**src/core/perf_filter_pkg.sv**
```systemverilog
// Constants for the memory-controller performance event filter
// How it works
// - Event code 0x04 adds one per cycle when a selected DIMM trip point is crossed upward.
// - Thermal bits 10:9 pick the trip: 3 mid rising, 2 mid falling, 1 low, 0 below low.
// - Thermal filter bit 3 set counts any DIMM, clear counts only the named DIMM.
// - Event code 0x12 adds one per cycle as commands enter any dispatch queue.
// - Page filter bits 9:8 equal to 1 count only read-class command inserts.
// - Page filter bits 9:8 at 0 count every insert, 2 write inserts, 3 nothing.
// - Event code 0x19 adds one per cycle on each throttling command conflict.
// - Page filter bit 1 clear counts any rank, set counts only the rank in bits 5:2.
package perf_filter_pkg;
   // ------------------------------------------------------------
   // Register map
   // ------------------------------------------------------------
   localparam logic [11:0] EVSEL_OFF  = 12'h000;
   localparam logic [11:0] THRFLT_OFF = 12'h004;
   localparam logic [11:0] PGFLT_OFF  = 12'h008;
   localparam logic [11:0] COUNT_OFF  = 12'h00C;
   // ------------------------------------------------------------
   // Event codes
   // ------------------------------------------------------------
   localparam logic [7:0] EV_THERMAL_RISE = 8'h04;
   localparam logic [7:0] EV_TRANSLATED   = 8'h12;
   localparam logic [7:0] EV_THROTTLE     = 8'h19;
   // ------------------------------------------------------------
   // Field layout
   // ------------------------------------------------------------
   localparam int EVSEL_W    = 8;
   localparam int THRFLT_W   = 11;
   localparam int PGFLT_W    = 10;
   localparam int TRIP_LSB   = 9;
   localparam int ANYDIMM_B  = 3;
   localparam int DIMM_LSB   = 4;
   localparam int INSMODE_LSB = 8;
   localparam int ONERANK_B  = 1;
   localparam int RANK_LSB   = 2;
   localparam int DIMM_W     = 3;
   localparam int RANK_W     = 4;
   localparam logic [1:0] every_queue_insert = 2'h0;
   localparam logic [1:0] read_queue_inserts = 2'h1;
   localparam logic [1:0] write_queue_inserts = 2'h2;
   localparam logic [1:0] above_middle_rising_trip  = 2'h3;
   localparam logic [1:0] above_middle_falling_trip = 2'h2;
   localparam logic [1:0] between_low_middle_trip   = 2'h1;
   localparam logic [1:0] below_low_trip            = 2'h0;
   // ------------------------------------------------------------
   // Reset values
   // ------------------------------------------------------------
   localparam logic [7:0]  EVSEL_RST  = 8'h00;
   localparam logic [10:0] THRFLT_RST = 11'h000;
   localparam logic [9:0]  PGFLT_RST  = 10'h000;
   localparam logic [31:0] COUNT_RST  = 32'h0000_0000;
endpackage

```
**src/core/event_qual_if.sv**
```systemverilog
// Carrier between the filter registers and the event qualifier
`timescale 1ns/1ps
interface event_qual_if;
   logic [7:0]  event_code;
   logic [10:0] thermal_filter_field;
   logic [9:0]  page_filter_field;
   logic        thermal_rise_crossing_event;
   logic [1:0]  crossing_trip;
   logic [2:0]  crossing_dimm;
   logic        translated_command_event;
   logic        command_read_class;
   logic        throttle_conflict_event;
   logic [3:0]  conflict_rank;
   logic        hit;
   modport qual (input event_code, thermal_filter_field, page_filter_field,
                 thermal_rise_crossing_event, crossing_trip, crossing_dimm,
                 translated_command_event, command_read_class,
                 throttle_conflict_event, conflict_rank, output hit);
   modport ctrl (output event_code, thermal_filter_field, page_filter_field,
                 thermal_rise_crossing_event, crossing_trip, crossing_dimm,
                 translated_command_event, command_read_class,
                 throttle_conflict_event, conflict_rank, input hit);
endinterface

```
**src/core/memctl_perf_event_filter.sv**
```systemverilog
// Performance event filter with its APB register file and counter
//
// The APB slave port and the address map were left to the implementer.
`timescale 1ns/1ps
module memctl_perf_event_filter (
   input  wire logic        clk,
   input  wire logic        rst,
   input  wire logic        psel,
   input  wire logic        penable,
   input  wire logic        pwrite,
   input  wire logic [11:0] paddr,
   input  wire logic [31:0] pwdata,
   output logic      [31:0] prdata,
   output logic             pready,
   output logic             pslverr,
   input  wire logic        thermal_rise_crossing_event,
   input  wire logic [1:0]  crossing_trip,
   input  wire logic [2:0]  crossing_dimm,
   input  wire logic        translated_command_event,
   input  wire logic        command_read_class,
   input  wire logic        throttle_conflict_event,
   input  wire logic [3:0]  conflict_rank,
   output logic      [31:0] event_count
);
   // ------------------------------------------------------------
   // Registers
   // ------------------------------------------------------------
   logic [7:0]  event_code_r;
   logic [10:0] thermal_filter_r;
   logic [9:0]  page_filter_r;
   logic [31:0] count_r;
   logic [31:0] count_nxt;
   logic        pready_r;
   logic [31:0] prdata_r;
   logic        pslverr_r;
   event_qual_if qi ();
   // ------------------------------------------------------------
   // Qualifier
   // ------------------------------------------------------------
   assign qi.event_code                  = event_code_r;
   assign qi.thermal_filter_field        = thermal_filter_r;
   assign qi.page_filter_field           = page_filter_r;
   assign qi.thermal_rise_crossing_event = thermal_rise_crossing_event;
   assign qi.crossing_trip               = crossing_trip;
   assign qi.crossing_dimm               = crossing_dimm;
   assign qi.translated_command_event    = translated_command_event;
   assign qi.command_read_class          = command_read_class;
   assign qi.throttle_conflict_event     = throttle_conflict_event;
   assign qi.conflict_rank               = conflict_rank;
   event_qualifier u_qual (
      .q (qi.qual)
   );
   // ------------------------------------------------------------
   // APB decode
   // ------------------------------------------------------------
   wire access   = psel && penable && !pready_r;
   wire commit   = psel && penable && pready_r;
   wire sel_ev   = (paddr == perf_filter_pkg::EVSEL_OFF);
   wire sel_thr  = (paddr == perf_filter_pkg::THRFLT_OFF);
   wire sel_pg   = (paddr == perf_filter_pkg::PGFLT_OFF);
   wire sel_cnt  = (paddr == perf_filter_pkg::COUNT_OFF);
   wire mapped   = sel_ev || sel_thr || sel_pg || sel_cnt;
   wire wr_en    = commit && pwrite && mapped;
   wire cnt_wr   = wr_en && sel_cnt;
   wire [31:0] rd_mux = sel_ev  ? {24'h000000, event_code_r} :
                        sel_thr ? {21'h00000, thermal_filter_r} :
                        sel_pg  ? {22'h00000, page_filter_r} :
                        sel_cnt ? count_r : 32'h0000_0000;
   // Counter: software load wins, otherwise one per qualified event
   assign count_nxt = cnt_wr ? pwdata :
                      qi.hit ? count_r + 32'h0000_0001 : count_r;
   // ------------------------------------------------------------
   // Sequential
   // ------------------------------------------------------------
   always_ff @(posedge clk or posedge rst) begin
      if (rst) begin
         pready_r  <= 1'b0;
         prdata_r  <= 32'h0000_0000;
         pslverr_r <= 1'b0;
      end else begin
         pready_r  <= access;
         pslverr_r <= access && !mapped;
         prdata_r  <= (access && !pwrite) ? rd_mux : 32'h0000_0000;
      end
   end
   always_ff @(posedge clk or posedge rst) begin
      if (rst) begin
         event_code_r     <= perf_filter_pkg::EVSEL_RST;
         thermal_filter_r <= perf_filter_pkg::THRFLT_RST;
         page_filter_r    <= perf_filter_pkg::PGFLT_RST;
      end else if (wr_en) begin
         if (sel_ev) begin
            event_code_r <= pwdata[7:0];
         end
         if (sel_thr) begin
            thermal_filter_r <= pwdata[10:0];
         end
         if (sel_pg) begin
            page_filter_r <= pwdata[9:0];
         end
      end
   end
   always_ff @(posedge clk or posedge rst) begin
      if (rst) begin
         count_r <= perf_filter_pkg::COUNT_RST;
      end else begin
         count_r <= count_nxt;
      end
   end
   assign prdata      = prdata_r;
   assign pready      = pready_r;
   assign pslverr     = pslverr_r;
   assign event_count = count_r;

   wire ev_th  = (event_code_r == perf_filter_pkg::EV_THERMAL_RISE);
   wire ev_tc  = (event_code_r == perf_filter_pkg::EV_TRANSLATED);
   wire ev_tt  = (event_code_r == perf_filter_pkg::EV_THROTTLE);
   wire quiet  = !thermal_rise_crossing_event && !translated_command_event &&
                 !throttle_conflict_event;
endmodule

```
**src/core/event_qualifier.sv**
```systemverilog
// Qualifies the three filtered events against the programmed fields
`timescale 1ns/1ps
module event_qualifier (
   event_qual_if.qual q
);
   // ------------------------------------------------------------
   // Thermal crossing
   // ------------------------------------------------------------
   wire [1:0] trip_sel = q.thermal_filter_field[perf_filter_pkg::TRIP_LSB +: 2];
   wire       any_dimm = q.thermal_filter_field[perf_filter_pkg::ANYDIMM_B];
   wire [2:0] dimm_sel =
      q.thermal_filter_field[perf_filter_pkg::DIMM_LSB +: perf_filter_pkg::DIMM_W];
   wire       trip_ok  = (q.crossing_trip == trip_sel);
   wire       dimm_ok  = any_dimm || (q.crossing_dimm == dimm_sel);
   wire       therm_hit = q.thermal_rise_crossing_event && trip_ok && dimm_ok;
   // ------------------------------------------------------------
   // Dispatch queue inserts
   // ------------------------------------------------------------
   wire [1:0] ins_mode = q.page_filter_field[perf_filter_pkg::INSMODE_LSB +: 2];
   wire       class_ok = (ins_mode == perf_filter_pkg::every_queue_insert) ||
                         ((ins_mode == perf_filter_pkg::read_queue_inserts) &&
                          q.command_read_class) ||
                         ((ins_mode == perf_filter_pkg::write_queue_inserts) &&
                          !q.command_read_class);
   wire       cmd_hit  = q.translated_command_event && class_ok;
   // ------------------------------------------------------------
   // Throttle conflicts
   // ------------------------------------------------------------
   wire       one_rank = q.page_filter_field[perf_filter_pkg::ONERANK_B];
   wire [3:0] rank_sel = q.page_filter_field[perf_filter_pkg::RANK_LSB +: perf_filter_pkg::RANK_W];
   wire       tt_hit   = q.throttle_conflict_event &&
                         (!one_rank || (q.conflict_rank == rank_sel));
   // ------------------------------------------------------------
   // Event select
   // ------------------------------------------------------------
   wire       code_th  = (q.event_code == perf_filter_pkg::EV_THERMAL_RISE);
   wire       code_tc  = (q.event_code == perf_filter_pkg::EV_TRANSLATED);
   wire       code_tt  = (q.event_code == perf_filter_pkg::EV_THROTTLE);
   assign q.hit = (code_th && therm_hit) || (code_tc && cmd_hit) || (code_tt && tt_hit);
endmodule

```
**config.mk**
```make
export PLATFORM = sky130hd
export DESIGN_NAME = memctl_perf_event_filter
export DESIGN_NICKNAME = d
export VERILOG_FILES = /design/src/core/perf_filter_pkg.sv /design/src/core/event_qual_if.sv /design/src/core/memctl_perf_event_filter.sv /design/src/core/event_qualifier.sv
export SDC_FILE = /design/constraint.sdc
export NUM_CORES = 1
export LEC_CHECK = 0
export BUFFER_PORTS_ARGS = -buffer_cell sky130_fd_sc_hd__buf_2
export CAP_MARGIN = 20
export CORE_ASPECT_RATIO = 0.75
export CORE_UTILIZATION = 52
export DETAILED_ROUTE_END_ITERATION = 16
export GPL_ROUTABILITY_DRIVEN = 0
export PLACE_DENSITY = 0.8
export SLEW_MARGIN = 30
export SYNTH_ARGS = -nofsm -noshare
export SYNTH_HDL_FRONTEND = slang
export SYNTH_SLANG_ARGS = --single-unit
```
**constraint.sdc**
```tcl
create_clock -name clk -period 8.9 [get_ports clk]
set_clock_uncertainty 0.15 [all_clocks]
set_input_delay 1.335 -clock clk [delete_from_list [all_inputs] [get_ports clk]]
set_output_delay 1.335 -clock clk [all_outputs]
set_load 0.05 [all_outputs]
```
[Yosys cells after proc, flatten, opt, wreduce, memory -nomap -nowiden]
Cells that the tools add are included.
W data, S select, Z words.
Word-level totals
  bits of input ports: 62
  word-level logic and storage cells: 63
  flip-flop bits (word level): 95
  output and inout bits: 66
Cells by class
  mux-type cells: 7
  reductions and logical operators: 37
  add/sub/neg operators: 1
  equality and inequality tests: 11
Operators with widths (number)
  $mux W32: 7
  $add A32 B1 Y32 const B: 1
  $eq A12 B4 Y1 const B: 2
  $logic_and A1 B1 Y1: 17
  $eq A8 B5 Y1 const B: 2
  $eq A12 B3 Y1 const B: 1
  $logic_not A12 Y1: 1
  $logic_or A1 B1 Y1: 9
  $eq A8 B3 Y1 const B: 1
  $reduce_and A2 Y1: 3
  $logic_not A1 Y1: 5
  $eq A4 B4 Y1: 1
  $eq A3 B3 Y1: 1
  $eq A2 B1 Y1 const B: 1
  $eq A2 B2 Y1: 1
  $eq A2 B2 Y1 const B: 1
  $logic_not A2 Y1: 1
  $reduce_bool A2 Y1: 1

[Logic depth before layout (Yosys ltp)]
Gate-level depths: netlist of the first run.
  word-level depth: 10
  depth in mapped cells: 7
  gate-level depth less buffers: 6

[Hierarchy]
From an unflattened synthesis of the first run, not the netlist that was laid out.
Unflattened totals
  cells, all modules: 408
  area, all modules: 4525.6 um2
Modules (own cells, without submodules)
  memctl_perf_event_filter: area an instance 4355.4 um2, cells each 384, instances 1
  event_qualifier: area an instance 170.2 um2, cells each 24, instances 1

[Worst setup path before layout of the first run]
Ideal clock, no wire load.
  path kind: in2reg
  start point: input port paddr[9]
  end point: register event_code_r[0]
  slack: 5.582 ns
  data arrival time: 3.043 ns
  stages: 6
  cell sequence: nor4_1 -> nand3_1 -> or3_1 -> clkbuf_1 -> nor2_1 -> mux2_2
On the way
  longest elaborated chain between the ends: 6
  elaborated cells on any way between the ends: 9
RTL lines
  from (decl): RTL line memctl_perf_event_filter.sv:11  | input wire logic [11:0] paddr,
  $eq A12 B3 Y1 / $logic_not A12 Y1 (equally long branches): RTL line memctl_perf_event_filter.sv:59, memctl_perf_event_filter.sv:58
  $logic_or A1 B1 Y1 (3 in series): RTL line memctl_perf_event_filter.sv:62  | wire mapped = sel_ev || sel_thr || sel_pg || sel_cnt;
  $logic_and A1 B1 Y1: RTL line memctl_perf_event_filter.sv:63  | wire wr_en = commit && pwrite && mapped;
  $reduce_and A2 Y1 (no line) *
  to (signal assigned): RTL line memctl_perf_event_filter.sv:88  | event_code_r <= perf_filter_pkg::EVSEL_RST;
  to (signal assigned): RTL line memctl_perf_event_filter.sv:93  | event_code_r <= pwdata[7:0];
  to (decl): RTL line memctl_perf_event_filter.sv:28  | logic [7:0] event_code_r;
Every way passes the cells marked *; elsewhere a longest branch is shown, timed or not.
A chain may end at the register's enable or synchronous reset.

[Worst setup path in the final report of the first run]
  start point: input port command_read_class
  end point: register count_r[22], in the netlist event_count[22]
On the way
  longest elaborated chain between the ends: 8
  elaborated cells on any way between the ends: 10
RTL lines
  from (decl): RTL line memctl_perf_event_filter.sv:20  | input wire logic command_read_class,
  $logic_and A1 B1 Y1 / $logic_not A1 Y1 (equally long branches): RTL line event_qualifier.sv:21, event_qualifier.sv:24
  $logic_or A1 B1 Y1 / $logic_and A1 B1 Y1 (equally long branches): RTL line event_qualifier.sv:20, event_qualifier.sv:23
  $logic_or A1 B1 Y1 *: RTL line event_qualifier.sv:22  | q.command_read_class) ||
  $logic_and A1 B1 Y1 *: RTL line event_qualifier.sv:25  | wire cmd_hit = q.translated_command_event && class_ok;
  $logic_and A1 B1 Y1 *: RTL line event_qualifier.sv:39  | assign q.hit = (code_th && therm_hit) || (code_tc && cmd_hit) || (code_tt && tt_hit);
  $logic_or A1 B1 Y1 * (2 in series): RTL line event_qualifier.sv:39
  $reduce_bool A2 Y1 (no line) *
  to (signal assigned): RTL line memctl_perf_event_filter.sv:105  | count_r <= perf_filter_pkg::COUNT_RST;
  to (signal assigned): RTL line memctl_perf_event_filter.sv:107  | count_r <= count_nxt;
  to (decl): RTL line memctl_perf_event_filter.sv:31  | logic [31:0] count_r;
Marked as above.

==> reports/metrics.cfg, run 1 <==
[status]
status = finished clean

[power_and_ir_drop]
vdd_drop_max_mv = 0.08739
leakage_nw = 2.766
p_per_area_mw_per_mm2 = 152.9

[sta]
relSlewSlack = 0.3473
setup_tns_ns = 0
maxSlewViolCount = 0
fmax_mhz = 274.0
period_minus_slack_ns = 3.649
hold_viol_final = 0
tightest_slew_ns = 0.9738
finalCritPeriodShare = 0.4100
setup_violations = 0
rsz0062_at_grt = false

[die]
start_util = 0.5520
dieWidth_um = 109.3
core.rowCount = 28
ios = 128
floorplan.core_area_mm2 = 0.008128
die-area_mm2 = 0.009008
die_h_um = 82.45

[synth]
synthArstFlopShare = 1.000
synthFlopType = dfrtp_1
synth.yosys.seq_area_share = 0.5298
synth_area_leaders = dfrtp_1 (53%), mux2_2 (7.3%), nor2_1 (3.8%), and2_1 (3.3%), o21ai_0 (2.7%)
ys_ff_latch = 95
synth-edff-count = 0
synthTopCellsByCount = dfrtp_1 (95), nor2_1 (46), mux2_2 (29)
syn_area_mm2 = 0.004487
synth.avg_cell_area_um2 = 10.66
synth_largest_area_cell = dfrtp_1
synth_top_area_frac = 0.5298
synth_cell_types = 40
yosys_warnings = 0
yosysMostFrequentCell = dfrtp_1
syn_nets = 484
synthCells = 421

[grt]
grt_pass1_vias = 3578
grt_first_pass_wirelength_um = 18280
antenna_found_initial = 0
grt_overflow = 0
grtUsageTotal = 0.2690
grt_start_max_net_pins = 61

[worst_setup_path]
cp-start-kind = input pin
r2r_cells = 6
r2r-start = event_code_r[7]
crit_type = input pin to flop
crit_path_end_kind = flop
r2r_slack_ns = 5.65
worstPathMaxFanout = 18
arrival_ns = 3.76
required_ns = 9.01
regToRegEndpoint = event_count[22]

[cells_and_area]
finalCoreUtilization = 0.6773
area_growth_pct = 22.70
final_nets = 604
drive_gt1_frac = 0.3388
diodes = 0

[clocking]
cts-resized-gates = 0
cts_made_buffers = 9
cts.sinks = 95
cts_post_setup_buffers_inserted = 0
clk_pin_slew_ns = 0.07
clock_latency_ns = 0.34
cts_tree = yes
root_buffer = clkbuf_16
h-tree-depth = 3
ctsHoldBuffers = 0
clk_path_buf_depth = 2

[drt]
drc = 0
wirelength_um = 11650
drtIter0Drc = 308
vias_per_cell = 5.923
dr.pass1.iters = 5
antenna_left = 0
num_vias = 3856
wl_per_cell_um = 17.90

[placement]
hpwl_um = 8185
portBuffers = 127

[hold_path]
min_from = pready
hold_depth = 1
hold_class = flop to flop
worstHoldEndpoint = pready

[run]
drv_cap = 0

==> report_power, final <==
part / switching (mW) / internal [mW]
clock: 0.171 / 0.200
sequential: 0.000424 / 0.432
combinational: 0.0243 / 0.0141
==> area by class of cell <==
type / instances / area, µm²
sequential: 95 / 2377
multi-input combinational: 302 / 2036
inverter: 2 / 10.01
tap: 105 / 131.4
fill: 632 / 2623
clock inverter: 5 / 42.54
timing repair buffer: 131 / 665.6
clock buffer: 11 / 242.7
==> worst max-delay path by stage <==
| stage | from | end | slack, ns | depth (start not counted) |
|---|---|---|---|---|
| after floorplan | rst | event_code_r[0] | 4.94 | 1 |
| after global placement | paddr[9] | prdata[13] | 4.86 | 6 |
| after detailed placement | paddr[5] | prdata[13] | 4.71 | 6 |
| after CTS | paddr[5] | prdata[13] | 5.07 | 6 |
| after global routing | command_read_class | event_count[22] | 5.14 | 7 |
| final | command_read_class | event_count[22] | 5.25 | 7 |
==> placed cells by master (no fill, tap or decap), types with 3 or more instances in the layout <==
cell type | netlist | final
o31ai_1 | 4 | 4
mux2_2 | 29 | 29
xor2_1 | 13 | 13
nand3_1 | 14 | 14
nand2_1 | 24 | 24
and2_1 | 24 | 24
o2111ai_1 | 4 | 4
nor3_1 | 5 | 4
xnor2_1 | 9 | 9
a21oi_1 | 7 | 7
or4_1 | 8 | 8
mux2i_1 | 11 | 11
and3_1 | 4 | 4
clkbuf_16 | 0 | 9
and4_1 | 4 | 4
clkinv_4 | 0 | 3
dfrtp_1 | 95 | 95
buf_2 | 0 | 127
nor2_2 | 1 | 3
a2111oi_0 | 7 | 7
nand4_1 | 9 | 9
or3_1 | 14 | 14
nor2_1 | 46 | 44
o211ai_1 | 7 | 7
buf_4 | 0 | 4
o21ai_0 | 24 | 24
a31oi_1 | 15 | 15
nor4_1 | 5 | 4
==> sequential cells by signal, indices dropped and copies added (netlist names) <==
signal and flops:
event_count 32, pready 1, page_filter_r 10, pslverr 1, qi.thermal_filter_field 11, event_code_r 8
prdata 32
==> per-layer routing <==
layer / GRT usage / up-vias / part of all wire
met5: 0 / - / 0
li1: - / 1774 / -
met3: 0.06436 / 16 / 0.085
met2: 0.4157 / 180 / 0.46
met1: 0.3834 / 1886 / 0.44
met4: 0.06933 / 0 / 0.012
==> cells by family (layout without fill, tap and decap cells) <==
kind of cell / after synthesis / after routing / share of synthesized area
flops: 95 / 95 / 0.5298
mux: 41 / 41 / 0.1023
xor+xnor: 22 / 22 / 0.04295
buf+inv: 24 / 149 / 0.02008
compound gates: 73 / 73 / 0.1085
simple gates: 165 / 165 / 0.1935
fa+ha+maj: 1 / 1 / 0.002788
==> stage by stage <==
| stage | std cells | hold slack [ns] | worst slack [ns] | cell area (µm²) | power [mW] |
|---|---|---|---|---|---|
| 6_report | 651 | 0.3456 | 5.251 | 5505 | 0.8417 |
| 5_1_grt | 651 | 0.3768 | 5.140 | 5505 | 0.8685 |
| 4_1_cts | 651 | 0.3487 | 5.069 | 5503 | 0.8465 |
| 3_5_place_dp | 635 | 0.3309 | 4.708 | 5218 | 0.4794 |
| 3_3_place_gp | 635 | 0.3205 | 4.858 | 5215 | 0.4786 |
| 2_1_floorplan | 421 | 0.3252 | 4.938 | 4487 | 0.4570 |
==> worst max-delay path, cell delays in order <==
cell	delay [ns]
buf_2	0.09
mux2i_1	0.36
nand4_1	0.20
a311oi_4	0.64
o21ai_2	0.36
or4_1	0.57
a31oi_1	0.20
Power figures use the tool's default switching activity.
==> inputs of run 2 (changes only) <==
- CORE_UTILIZATION: 52 -> 47
- PLACE_DENSITY: 0.8 -> 0.76
- clock period: 8.9 -> 3.1 ns (I/O delays scaled with it)
==> reports/metrics.cfg, run 2 (same netlist as run 1, synthesis figures left out) <==
[sta]
setup_violations = 0  ; unchanged
maxSlewViolCount = 0  ; unchanged
rsz0062_at_grt = false
period_minus_slack_ns = 2.898
tightest_slew_ns = 0.7087  ; -0.2651 ns
fmax_mhz = 345.1
hold_viol_final = 0  ; unchanged
setup_tns_ns = 0  ; unchanged
finalCritPeriodShare = 0.9348
relSlewSlack = 0.5270  ; +0.1798

[drt]
wl_per_cell_um = 16.81  ; -6.1%
antenna_left = 0  ; unchanged
drc = 0  ; unchanged
vias_per_cell = 5.633  ; -4.9%
wirelength_um = 11450  ; -1.8%
dr.pass1.iters = 6  ; +1
drtIter0Drc = 375  ; +22%
num_vias = 3836  ; -0.52%

[clocking]
cts.sinks = 95  ; unchanged
cts_post_setup_buffers_inserted = 0  ; unchanged
clock_latency_ns = 0.35  ; about the same
cts_made_buffers = 9  ; unchanged
h-tree-depth = 3  ; unchanged
clk_path_buf_depth = 2  ; unchanged
cts_tree = yes
clk_pin_slew_ns = 0.07  ; about the same
ctsHoldBuffers = 0  ; unchanged
cts-resized-gates = 0  ; unchanged
root_buffer = clkbuf_16

[run]
drv_cap = 0  ; unchanged

[die]
die_h_um = 86.62  ; +5.1%
start_util = 0.4899  ; -0.06214
floorplan.core_area_mm2 = 0.009159  ; +13%
dieWidth_um = 114.8  ; +5.1%
ios = 128  ; unchanged
core.rowCount = 30  ; +7.1%
die-area_mm2 = 0.009945  ; +10%

[placement]
portBuffers = 127  ; unchanged
hpwl_um = 8459  ; +3.4%

[grt]
grt_start_max_net_pins = 49  ; -20%
grtUsageTotal = 0.2478  ; -0.02123
grt_pass1_vias = 3728  ; +4.2%
antenna_found_initial = 0  ; unchanged
grt_overflow = 0  ; unchanged
grt_first_pass_wirelength_um = 18610  ; +1.8%

[cells_and_area]
diodes = 0  ; unchanged
final_common_cell = buf_2
area_growth_pct = 24.90
drive_gt1_frac = 0.3454  ; +0.006561
final_nets = 612  ; +1.3%
final_cell_mix = buf_2 (127), dfrtp_1 (95), nor2_1 (46)
fillers = 782  ; +24%

[power_and_ir_drop]
vdd_drop_max_mv = 0.2827  ; +220%
p_per_area_mw_per_mm2 = 435.1  ; +180%
power.total_mw = 2.438  ; +190%
leakage_nw = 2.822  ; +2.0%

[worst_setup_path]
r2r_slack_ns = 0.20  ; -5.45 ns
arrival_ns = 3.01  ; -0.75 ns
crit_path_end_kind = flop
required_ns = 3.22  ; -5.79 ns
cp-start-kind = flop
crit_type = flop to flop
worstPathMaxFanout = 18  ; unchanged

[hold_path]
hold_class = input pin to asynchronous set/reset pin

[status]
status = finished clean

==> run 2: changes by cell type in the layout (fill, tap and decap cells not counted), sizes merged <==
cell,change
clkinvlp,-1
clkbuf,-2
clkinv,+2
buf,+8
inv,-1
bufinv,+1
==> run 2: area by class of cell <==
class | instances | area (µm²) | share of cell area
Tap cell | 128 | 160.2 | 0.02858
Clock buffer | 9 | 225.2 | 0.04019
Sequential cell | 95 | 2377 | 0.4242
Inverter | 2 | 10.01 | 0.001786
Clock inverter | 6 | 62.56 | 0.01116
Multi-Input combinational cell | 302 | 2031 | 0.3624
Timing Repair Buffer | 139 | 738.2 | 0.1317
==> run 2: path summary, 6_finish.rpt <==
kind / depth (start not counted) / to / from
hold reg to reg: 1 / pready / pready
max in group asynchronous: 3 / qi.thermal_filter_field[8] / rst
min in group clk: 3 / event_count[27] / pwdata[27]
hold / removal: 2 / prdata[31] / rst
setup reg to reg: 6 / event_count[20] / event_code_r[7]
setup / recovery: 6 / event_count[20] / event_code_r[7]
==> run 2: critical path, cell delays in order, from the launching register on <==
cell and delay [ns]:
dfrtp_1 0.39, or3_1 0.42, or3b_1 0.41, a311oi_4 0.40
o21ai_2 0.29, or4_1 0.57, a31oi_1 0.19
==> run 2: power breakdown <==
group	internal [mW]	switching, mW
Combinational	0.0423	0.0676
Clock	0.619	0.467
Sequential	1.24	0.00127
==> run 2: per-stage QoR <==
stage	cell area, µm²	hold slack [ns]	cells	util	worst slack (ns)
after CTS	5604	0.07522	681	0.6119	0.2156
after floorplan	4487	0.3252	421	-	0.007982
final	5604	0.05116	681	0.6119	0.2022
after global routing	5604	0.1057	681	0.6119	0.04765
after detailed placement	5316	0.3269	666	0.5805	0.2370
after global placement	5316	0.3094	666	0.5805	0.3073
==> run 2: routing by layer <==
| metal | GRT usage | wire length (µm) |
|---|---|---|
| met5 | 0 | 0 |
| met4 | 0.1004 | 213 |
| met3 | 0.05804 | 838 |
| met2 | 0.3719 | 5116 |
| met1 | 0.3476 | 5276 |
